[config.mk]
export PLATFORM = sky130hd
export DESIGN_NAME = acp_regs
export DESIGN_NICKNAME = d
export VERILOG_FILES = /design/src/acp_pkg.sv /design/src/acp_regs.sv
export SDC_FILE = /design/constraint.sdc
export NUM_CORES = 1
export LEC_CHECK = 0
export ABC_AREA = 0
export BUFFER_PORTS_ARGS = -buffer_cell sky130_fd_sc_hd__buf_2
export CELL_PAD_IN_SITES_DETAIL_PLACEMENT = 0
export CELL_PAD_IN_SITES_GLOBAL_PLACEMENT = 2
export CORE_MARGIN = 3
export CORE_UTILIZATION = 28
export CTS_CLUSTER_SIZE = 20
export DETAILED_ROUTE_END_ITERATION = 6
export PLACE_DENSITY = 0.78
export SYNTH_ARGS = -nofsm -noshare
export SYNTH_HDL_FRONTEND = slang
export SYNTH_SLANG_ARGS = --single-unit
[constraint.sdc]
create_clock -name aclk -period 2.15 [get_ports aclk]
set_input_delay 0.645 -clock aclk [delete_from_list [all_inputs] [get_ports aclk]]
set_output_delay 0.645 -clock aclk [all_outputs]
set_load 0.01 [all_outputs]
[src/acp_pkg.sv]
// constants, field positions and carrier types of the converter register block
package acp_pkg;

   // ***************************************************************
   // register indices and byte addresses (byte address = 4 * index)
   // ***************************************************************
   localparam logic [15:0] IDX_CONVERSION_RESULT = 16'h1072;
   localparam logic [15:0] IDX_PIN_DIGITAL_INPUT = 16'h107D;
   localparam logic [15:0] IDX_PIN_FUNCTION_SELECT = 16'h107E;
   localparam logic [15:0] IDX_LEVEL_AND_DEBUG = 16'h107F;
   localparam logic [15:0] IDX_IRQ_STATUS = 16'h1080;
   localparam logic [15:0] IDX_IRQ_CLEAR = 16'h1081;
   localparam logic [15:0] IDX_IRQ_ENABLE = 16'h1082;

   localparam logic [15:0] ADDR_CONVERSION_RESULT = IDX_CONVERSION_RESULT << 2;
   localparam logic [15:0] ADDR_PIN_DIGITAL_INPUT = IDX_PIN_DIGITAL_INPUT << 2;
   localparam logic [15:0] ADDR_PIN_FUNCTION_SELECT = IDX_PIN_FUNCTION_SELECT << 2;
   localparam logic [15:0] ADDR_LEVEL_AND_DEBUG = IDX_LEVEL_AND_DEBUG << 2;
   localparam logic [15:0] ADDR_IRQ_STATUS = IDX_IRQ_STATUS << 2;
   localparam logic [15:0] ADDR_IRQ_CLEAR = IDX_IRQ_CLEAR << 2;
   localparam logic [15:0] ADDR_IRQ_ENABLE = IDX_IRQ_ENABLE << 2;

   // ***************************************************************
   // field positions
   // ***************************************************************
   localparam int POS_EMULATION_SUSPEND_ENABLE = 5;
   localparam int POS_PRIORITY_SELECT = 6;
   localparam int POS_FACTORY_TEST_BIT = 7;
   localparam int POS_EVT_CONVERSION_DONE = 0;
   localparam int POS_EVT_FROZEN = 1;
   localparam int NUM_PINS = 8;
   localparam int NUM_EVENTS = 2;

   // ***************************************************************
   // reset values and bus answers
   // ***************************************************************
   localparam logic [7:0] RST_CONVERSION_RESULT = 8'h00;
   localparam logic [7:0] RST_PIN_FUNCTION_SELECT = 8'h00;
   localparam logic [2:0] RST_LEVEL_AND_DEBUG = 3'h0;
   localparam logic [1:0] RST_IRQ = 2'h0;
   localparam logic [2:0] RST_PIN_SYNC = 3'h0;
   localparam logic [1:0] RESP_OKAY = 2'h0;
   localparam logic [1:0] RESP_SLVERR = 2'h2;

   // ***************************************************************
   // carrier types
   // ***************************************************************
   // result handed over by the converter core
   typedef struct packed {
      logic done;
      logic [7:0] data;
   } acp_conv_in_s;

   // debug suspend commands toward the converter core
   typedef struct packed {
      logic freeze;
      logic finish_then_stop;
   } acp_conv_ctl_s;

   // interrupt request split by priority level
   typedef struct packed {
      logic level1;
      logic level2;
   } acp_irq_s;

endpackage

[src/acp_regs.sv]
// converter result, shared pin port and priority register block on axi4-lite
`timescale 1ns/1ps
`default_nettype none

// ******************************************************************
// Summary of operation
// RULE_01 - the result register loads at each conversion end and holds until the next one.
// RULE_02 - an enabled digital pin shows its present level on its bit of the pin input register.
// RULE_03 - a pin used as an analog channel reads zero in the pin input register.
// RULE_04 - writes to the pin input register change nothing.
// RULE_05 - eight read/write enable bits pick analog (0) or digital (1) per pin, resetting to 0.
// RULE_06 - the emulation suspend enable bit only matters while the debugger suspends execution.
// RULE_07 - with that bit 0 a suspended converter finishes the conversion under way.
// RULE_08 - with that bit 1 a suspended converter freezes and its result counts as indeterminate.
// RULE_09 - the priority select bit routes the converter interrupt to level 1 or level 2.
// RULE_10 - software keeps the factory test bit at zero.
// RULE_11 - the three priority register bits are writable only when privileged, always readable, reset 0.
// RULE_12 - the interrupt flag sets in the same cycle the new result is loaded.
// RULE_13 - priority select 0 means level 1 (high), 1 means level 2 (low).
// ******************************************************************

module acp_regs (
   input wire logic aclk,
   input wire logic aresetn,
   // axi4-lite slave
   input wire logic [15:0] s_axi_awaddr,
   input wire logic [2:0] s_axi_awprot,
   input wire logic s_axi_awvalid,
   output logic s_axi_awready,
   input wire logic [31:0] s_axi_wdata,
   input wire logic [3:0] s_axi_wstrb,
   input wire logic s_axi_wvalid,
   output logic s_axi_wready,
   output logic [1:0] s_axi_bresp,
   output logic s_axi_bvalid,
   input wire logic s_axi_bready,
   input wire logic [15:0] s_axi_araddr,
   input wire logic [2:0] s_axi_arprot,
   input wire logic s_axi_arvalid,
   output logic s_axi_arready,
   output logic [31:0] s_axi_rdata,
   output logic [1:0] s_axi_rresp,
   output logic s_axi_rvalid,
   input wire logic s_axi_rready,
   // converter core and pins
   input wire acp_pkg::acp_conv_in_s conv_in,
   input wire logic [7:0] shared_analog_pins,
   input wire logic emu_suspend,
   output acp_pkg::acp_conv_ctl_s conv_ctl,
   output logic [7:0] pin_digital_enable,
   // interrupts
   output acp_pkg::acp_irq_s irq_route,
   output logic irq
);

   // ***************************************************************
   // declarations
   // ***************************************************************
   logic [7:0] conversion_result_q;
   logic [7:0] shared_pin_function_select_q;
   logic [2:0] level_and_debug_q;   // {test, priority, suspend enable}
   logic [7:0] pin_s1_q, pin_s2_q, pin_s3_q, pin_level_q;
   logic [1:0] irq_status_q, irq_enable_q;
   logic frozen_q;
   logic aw_have_q, w_have_q;
   logic [15:0] aw_addr_q;
   logic aw_priv_q;
   logic [7:0] w_data_q;
   logic w_lane0_q;
   logic bvalid_q, rvalid_q;
   logic [1:0] bresp_q, rresp_q;
   logic [31:0] rdata_q;
   logic do_write, wr_lane;
   logic [1:0] evt_set, evt_clr;
   logic suspend_enable, priority_low, freeze_now;
   logic [7:0] pin_digital_input;
   logic wr_mapped;
   logic [31:0] rd_value;
   logic rd_mapped;

   // ***************************************************************
   // suspend control toward the converter core
   // ***************************************************************
   assign suspend_enable = level_and_debug_q[0];
   assign priority_low = level_and_debug_q[1];
   // the enable bit only acts while suspended; outside that both commands stay low
   assign freeze_now = emu_suspend & suspend_enable;   // RULE_06 RULE_08
   // whole struct in one assignment so the output has a single driver
   assign conv_ctl = '{freeze: freeze_now,   // RULE_08
                       finish_then_stop: emu_suspend & ~suspend_enable};   // RULE_06 RULE_07

   // ***************************************************************
   // conversion result
   // ***************************************************************
   // loads only on a completed conversion, otherwise holds
   always_ff @(posedge aclk) begin
      if (!aresetn) begin
         conversion_result_q <= acp_pkg::RST_CONVERSION_RESULT;
      end else if (conv_in.done) begin
         conversion_result_q <= conv_in.data;   // RULE_01
      end
   end

   // ***************************************************************
   // shared pin input path
   // ***************************************************************
   // three stages; a level counts only once stages two and three agree
   always_ff @(posedge aclk) begin
      if (!aresetn) begin
         pin_s1_q <= '0;
         pin_s2_q <= '0;
         pin_s3_q <= '0;
         pin_level_q <= '0;
      end else begin
         pin_s1_q <= shared_analog_pins;
         pin_s2_q <= pin_s1_q;
         pin_s3_q <= pin_s2_q;
         for (int i = 0; i < acp_pkg::NUM_PINS; i++) begin
            if (pin_s2_q[i] == pin_s3_q[i]) begin
               pin_level_q[i] <= pin_s3_q[i];
            end
         end
      end
   end

   // analog pins read zero whatever their level
   assign pin_digital_input = pin_level_q & shared_pin_function_select_q;   // RULE_02 RULE_03
   assign pin_digital_enable = shared_pin_function_select_q;

   // ***************************************************************
   // write channel capture
   // ***************************************************************
   // address and data are taken in either order, then held until the write
   assign s_axi_awready = ~aw_have_q & ~bvalid_q;
   assign s_axi_wready = ~w_have_q & ~bvalid_q;
   assign do_write = aw_have_q & w_have_q & ~bvalid_q;
   assign wr_lane = do_write & w_lane0_q;

   always_ff @(posedge aclk) begin
      if (!aresetn) begin
         aw_have_q <= 1'b0;
         aw_addr_q <= 16'h0000;
         aw_priv_q <= 1'b0;
      end else if (s_axi_awvalid && s_axi_awready) begin
         aw_have_q <= 1'b1;
         aw_addr_q <= s_axi_awaddr;
         aw_priv_q <= s_axi_awprot[0];
      end else if (do_write) begin
         aw_have_q <= 1'b0;
      end
   end

   always_ff @(posedge aclk) begin
      if (!aresetn) begin
         w_have_q <= 1'b0;
         w_data_q <= 8'h00;
         w_lane0_q <= 1'b0;
      end else if (s_axi_wvalid && s_axi_wready) begin
         w_have_q <= 1'b1;
         w_data_q <= s_axi_wdata[7:0];   // registers are at most 8 bits, upper lanes unused
         w_lane0_q <= s_axi_wstrb[0];
      end else if (do_write) begin
         w_have_q <= 1'b0;
      end
   end

   // ***************************************************************
   // writable registers
   // ***************************************************************
   always_ff @(posedge aclk) begin
      if (!aresetn) begin
         shared_pin_function_select_q <= acp_pkg::RST_PIN_FUNCTION_SELECT;   // RULE_05
      end else if (wr_lane && aw_addr_q == acp_pkg::ADDR_PIN_FUNCTION_SELECT) begin
         shared_pin_function_select_q <= w_data_q;   // RULE_05
      end
   end

   // unprivileged writes are dropped silently; test bit is stored as written
   always_ff @(posedge aclk) begin
      if (!aresetn) begin
         level_and_debug_q <= acp_pkg::RST_LEVEL_AND_DEBUG;   // RULE_11
      end else if (wr_lane && aw_priv_q && aw_addr_q == acp_pkg::ADDR_LEVEL_AND_DEBUG) begin
         level_and_debug_q <= {w_data_q[acp_pkg::POS_FACTORY_TEST_BIT],
                               w_data_q[acp_pkg::POS_PRIORITY_SELECT],
                               w_data_q[acp_pkg::POS_EMULATION_SUSPEND_ENABLE]};   // RULE_11
      end
   end

   always_ff @(posedge aclk) begin
      if (!aresetn) begin
         irq_enable_q <= acp_pkg::RST_IRQ;
      end else if (wr_lane && aw_addr_q == acp_pkg::ADDR_IRQ_ENABLE) begin
         irq_enable_q <= w_data_q[1:0];
      end
   end

   // ***************************************************************
   // events and interrupt
   // ***************************************************************
   // rising edge of a freeze marks the result as untrustworthy
   always_ff @(posedge aclk) begin
      if (!aresetn) begin
         frozen_q <= 1'b0;
      end else begin
         frozen_q <= freeze_now;
      end
   end

   always_comb begin
      evt_set = '0;
      evt_set[acp_pkg::POS_EVT_CONVERSION_DONE] = conv_in.done;   // RULE_12
      evt_set[acp_pkg::POS_EVT_FROZEN] = freeze_now & ~frozen_q;   // RULE_08
      evt_clr = '0;
      if (wr_lane && aw_addr_q == acp_pkg::ADDR_IRQ_CLEAR) begin
         evt_clr = w_data_q[1:0];
      end
   end

   // set wins over a clear in the same cycle so no event is lost
   always_ff @(posedge aclk) begin
      if (!aresetn) begin
         irq_status_q <= acp_pkg::RST_IRQ;
      end else begin
         irq_status_q <= (irq_status_q & ~evt_clr) | evt_set;   // RULE_12
      end
   end

   assign irq = |(irq_status_q & irq_enable_q);
   // one request, steered to the level the select bit names
   assign irq_route = '{level1: irq & ~priority_low,   // RULE_09 RULE_13
                        level2: irq & priority_low};   // RULE_09 RULE_13

   // ***************************************************************
   // write response
   // ***************************************************************
   // read-only registers accept the write with okay and stay unchanged
   always_comb begin
      unique case (aw_addr_q)
         acp_pkg::ADDR_CONVERSION_RESULT,
         acp_pkg::ADDR_PIN_DIGITAL_INPUT,   // RULE_04
         acp_pkg::ADDR_PIN_FUNCTION_SELECT,
         acp_pkg::ADDR_LEVEL_AND_DEBUG,
         acp_pkg::ADDR_IRQ_STATUS,
         acp_pkg::ADDR_IRQ_CLEAR,
         acp_pkg::ADDR_IRQ_ENABLE: wr_mapped = 1'b1;
         default: wr_mapped = 1'b0;
      endcase
   end

   always_ff @(posedge aclk) begin
      if (!aresetn) begin
         bvalid_q <= 1'b0;
         bresp_q <= acp_pkg::RESP_OKAY;
      end else if (do_write) begin
         bvalid_q <= 1'b1;
         bresp_q <= wr_mapped ? acp_pkg::RESP_OKAY : acp_pkg::RESP_SLVERR;
      end else if (s_axi_bready) begin
         bvalid_q <= 1'b0;
      end
   end

   assign s_axi_bvalid = bvalid_q;
   assign s_axi_bresp = bresp_q;

   // ***************************************************************
   // read path
   // ***************************************************************
   // reserved bits and the write-only clear register read as zero
   always_comb begin
      rd_value = 32'h0000_0000;
      rd_mapped = 1'b1;
      unique case (s_axi_araddr)
         acp_pkg::ADDR_CONVERSION_RESULT: rd_value[7:0] = conversion_result_q;   // RULE_01
         acp_pkg::ADDR_PIN_DIGITAL_INPUT: rd_value[7:0] = pin_digital_input;   // RULE_02
         acp_pkg::ADDR_PIN_FUNCTION_SELECT: rd_value[7:0] = shared_pin_function_select_q;
         acp_pkg::ADDR_LEVEL_AND_DEBUG: begin
            rd_value[acp_pkg::POS_EMULATION_SUSPEND_ENABLE] = level_and_debug_q[0];   // RULE_11
            rd_value[acp_pkg::POS_PRIORITY_SELECT] = level_and_debug_q[1];
            rd_value[acp_pkg::POS_FACTORY_TEST_BIT] = level_and_debug_q[2];
         end
         acp_pkg::ADDR_IRQ_STATUS: rd_value[1:0] = irq_status_q;
         acp_pkg::ADDR_IRQ_CLEAR: rd_value[1:0] = 2'h0;
         acp_pkg::ADDR_IRQ_ENABLE: rd_value[1:0] = irq_enable_q;
         default: rd_mapped = 1'b0;
      endcase
   end

   assign s_axi_arready = ~rvalid_q;

   always_ff @(posedge aclk) begin
      if (!aresetn) begin
         rvalid_q <= 1'b0;
         rdata_q <= 32'h0000_0000;
         rresp_q <= acp_pkg::RESP_OKAY;
      end else if (s_axi_arvalid && s_axi_arready) begin
         rvalid_q <= 1'b1;
         rdata_q <= rd_value;
         rresp_q <= rd_mapped ? acp_pkg::RESP_OKAY : acp_pkg::RESP_SLVERR;
      end else if (s_axi_rready) begin
         rvalid_q <= 1'b0;
      end
   end

   assign s_axi_rvalid = rvalid_q;
   assign s_axi_rdata = rdata_q;
   assign s_axi_rresp = rresp_q;

endmodule

`default_nettype wire

Word level (Yosys, flattened, before mapping)
Cells that the tools add are included.
- register bits after elaboration: 98
- output and inout port bits: 54
- logic and storage cells: 102
- eq/ne operators: 22
- mux-type cells: 15
- bitwise logic cells: 22
- reduce and logical (&&, ||, !) cells: 15
- operators with widths (kind ; count):
    $eq A16 B15 Y1 const B ; 14
    $reduce_or A7 Y1 ; 2
    $pmux W3 S4 ; 1
    $and A1 B1 Y1 ; 10
    $pmux W2 S5 ; 1
    $mux W1 ; 9
    $pmux W3 S3 ; 1
    $and A8 B8 Y8 ; 1
    $eq A1 B1 Y1 ; 8
    $logic_and A1 B1 Y1 ; 8
    $reduce_bool A2 Y1 ; 4
    $not A1 Y1 ; 7
    $mux W2 ; 3
    $and A2 B2 Y2 ; 2
    $not A2 Y2 ; 1
    $or A2 B2 Y2 ; 1
    $reduce_or A2 Y1 ; 1

Logic depth before layout (Yosys ltp)
- word-level depth: 8
- gate-level depth with buffers: 7
- mapped depth without buffers: 5

Worst setup path before layout
No wires, ideal clock.
- path type: input -> register
- start: in s_axi_araddr[3]
- end: reg rdata_q[5] (netlist: s_axi_rdata[5])
- library setup time: 0.074 ns
- arrival: 1.789 ns
- path slack: 0.286 ns
- cell stages on the path: 7
- path buffers: 2
- cells stage by stage: buf_2 nor2b_1 buf_2 nand2_1 nor3_2 a22oi_1 o21ai_0
- word-level cells in the longest chain between the ends: 2
- elaborated cells on any way between the ends: 5
- classes of those cells: eq/ne (4); mux (1)
- ends and longest elaborated chain (item ; RTL line ; RTL):
    start, declared ; acp_regs.sv:37 ; input wire logic [15:0] s_axi_araddr,
    $eq A16 B15 Y1 ; acp_regs.sv:272 ; unique case (s_axi_araddr)
    $pmux W3 S4 (*) ; acp_regs.sv:272 ;
    end signal, assigned ; acp_regs.sv:297 ; rdata_q <= rd_value;
    end, declared ; acp_regs.sv:72 ; logic [31:0] rdata_q;
Mark *: on every way between the ends. The rest lies on a longest branch, timed or not.
A chain may end at the register's enable or synchronous reset.

==> flow_summary_export.csv <==
group,metric,value,unit
status,outcome,"finished clean",
sta,drv_slew,0,
setup_path,cp-endpoint,"irq_route[0]",
pwr,power,3.761,mW
sta,relSlewSlack,0.6145,
layout,final_util,0.3516,
clocking,cts-root-buf,"clkbuf_16",
clocking,cts_buffers,9,
detailed_routing,postRouteAntennaNets,0,
placement,portBuffers,94,
yosys,synth-async-reset-ratio,0,
grt,grt_pass1_vias,3108,
yosys,synth_xor_area_frac,0,
clocking,tritoncts,"done",
layout,drive_gt1_frac,0.2402,
grt,grt.overflow.total,0,
detailed_routing,dr.pass1.iters,4,
sta,hold_viol,0,
hold_path,hold_path_depth,1,
yosys,synthFlopType,"dfxtp_1",
yosys,yosys.area.top_type,"dfxtp_1",
clocking,ctsResizeCount,0,
sta,fin_tns_setup,0,ns
detailed_routing,drt_iter0_markers,135,
yosys,syn_area,4041,um2
detailed_routing,dr_total_vias,3169,
floorplan,ios,153,
yosys,synth_top_area_share,0.4755,
yosys,ys_ff_latch,96,
floorplan,die-area,15910,um2
sta,final.period_utilization,0.8642,
layout,multi_input_area,1926,um2
hold_path,hold_path_class,"reg -> reg",
grt,grt_usage,0.1192,
clocking,clock_latency,0.34,ns
clocking,path_clk_slew,0.07,ns
layout,regArea,1922,um2
yosys,ys_top_cells_by_area,"dfxtp_1, nand2_1, a21boi_0",
grt,grt_max_degree,54,
sta,skew,0.005053,ns
yosys,ys_seq_area_frac,0.4755,
layout,final_area,4918,um2
sta,setup_ws,0.2919,ns
setup_path,reg2reg_depth,6,
floorplan,die_w,126.1,um
layout,syn_to_final_growth,21.70,%
clocking,numClockSinks,96,
sta,setup_violations,0,
yosys,synth-simple-area-share,0.2325,
yosys,ys_warn_count,0,
clocking,cts_buffer_depth,2,
floorplan,die_h,126.1,um
detailed_routing,drt_wl_total,9374,um
sta,rsz0062_at_grt,"false",
placement,dp_hpwl,7140,um
layout,fin_nets,627,
setup_path,arrival,1.21,ns
floorplan,placementRows,43,
setup_path,worst-setup-path-type,"reg -> out",
yosys,synth_compound_area_frac,0.1622,
setup_path,required,1.50,ns
yosys,synth.avg_cell_area,9.312,um2
layout,antenna_cells,0,
yosys,synth_cell_types,44,
pwr,p_leak,2.089,nW
run,max-cap-violations,0,
detailed_routing,wl_per_cell,13.15,um
sta,min_period,1.858,ns
yosys,yosys-top-cells-count,"dfxtp_1, nand2_1, a21boi_0",
placement,gp_congestion,0.8034,
yosys,yosysMostFrequentCell,"dfxtp_1",
clocking,ctsHoldBuffers,0,
yosys,postSynthCellCount,434,
detailed_routing,post-route-drc-count,0,
setup_path,critPathMaxFanout,3,
floorplan,initial_core_util,0.2889,
grt,grt_pass1_wl,15320,um
setup_path,cp-end-kind,"output port",
setup_path,ff2ff_setup_slack,0.31,ns
pwr,ir_worst_vdd,0.4249,mV
layout,final.fill_count,1507,
setup_path,timing.rr.start,"aw_addr_q[10]",
placement,placed_area,4626,um2
detailed_routing,vias_per_cell,4.445,
pwr,p_per_area,764.8,nW/um2
yosys,muxShareOfSynthArea,0.05759,
floorplan,core,13990,um2
yosys,synthAdderAreaFrac,0,
yosys,synth_edf_count,0,
clocking,cts_setup_buffers,0,
sta,worst-slew-pin-transition,0.5768,ns
yosys,synth_top_family_by_area,"simple AND/OR/NAND/NOR gates",
setup_path,r2r_end,"irq_status_q[1]",
placement,pre_cts_ws,0.1284,ns
clocking,h-tree-depth,3,
grt,antenna_found_initial,0,
setup_path,critPathLaunch,"irq_status_q[0]",
sta,max_freq,538.2,MHz
setup_path,worst_setup_path_start_kind,"flop",
worst min path at each step:
stage	from	end
floorplan	pin_s1_q[0]	pin_s2_q[0]
global placement	pin_s1_q[4]	pin_s2_q[4]
detailed placement	pin_s1_q[3]	pin_s2_q[3]
CTS	pin_s1_q[3]	pin_s2_q[3]
global route	pin_s1_q[5]	pin_s2_q[5]
finish	pin_s1_q[3]	pin_s2_q[3]
registers in the layout (all words and copies together), names as in the netlist, 2 cells and up:
name and flops:
irq_status_q 2, conversion_result_q 8, pin_level_q 8, pin_s3_q 8, w_data_q 8, pin_digital_enable 8
aw_addr_q 16, level_and_debug_q 3, irq_enable_q 2, pin_s1_q 8, pin_s2_q 8, s_axi_rdata 8
report_power, final:
part	switching (mW)	leakage [nW]	internal (mW)
Combinational	0.183	1.16	0.142
Sequential	0.0498	0.785	1.85
Clock	0.726	0.145	0.810
critical path, cell delays in order (launching register included):
cell	delay, ns
dfxtp_1	0.32
a22oi_1	0.32
nor2b_1	0.08
buf_2	0.15
stage by stage:
stage          instances  hold slack, ns
2_1_floorplan        459          0.4119
3_3_place_gp         697          0.4193
3_5_place_dp         697          0.4228
4_1_cts              713          0.4401
5_1_grt              713          0.4464
6_report             713          0.4350
area by class of cell:
type / instances / area share
clock buffer: 9 / 0.04579
inverter: 4 / 0.003053
timing repair buffer: 103 / 0.1094
sequential: 96 / 0.3907
tap: 180 / 0.04579
clock inverter: 7 / 0.01374
multi-input combinational: 314 / 0.3915
layout by cell type (no fill, tap or decap), types with 3 or more instances in the layout:
| cell type | netlist | routed |
|---|---|---|
| o21ai_0 | 16 | 16 |
| nor2b_1 | 26 | 26 |
| clkinv_4 | 0 | 3 |
| inv_1 | 4 | 4 |
| buf_2 | 2 | 94 |
| a22oi_1 | 4 | 4 |
| nor4b_1 | 3 | 3 |
| a22o_1 | 3 | 3 |
| nor2_1 | 10 | 10 |
| a21o_1 | 9 | 9 |
| a31oi_1 | 5 | 5 |
| clkbuf_16 | 0 | 9 |
| buf_4 | 27 | 9 |
| nand2_1 | 85 | 85 |
| and2_1 | 28 | 28 |
| a32o_1 | 6 | 6 |
| mux2i_1 | 21 | 21 |
| a21boi_0 | 40 | 40 |
| nor4_4 | 3 | 3 |
| conb_1 | 1 | 26 |
| dfxtp_1 | 96 | 96 |
cell families (layout without fill, tap and decap cells):
| logic type | after synthesis | after routing |
|---|---|---|
| buf+inv | 49 | 123 |
| other cells | 1 | 26 |
| simple gates | 174 | 174 |
| flops | 96 | 96 |
| compound gates | 91 | 91 |
| mux | 23 | 23 |
metal layers:
layer | global-route usage | vias to the layer above | wire length [um]
met1 | 0.1545 | 1441 | 4349
met5 | 0 | - | 0
li1 | - | 1613 | -
met4 | 0.04290 | 0 | 185
met2 | 0.1894 | 99 | 4295
met3 | 0.03478 | 16 | 543
(Power assumes the default switching activity.)
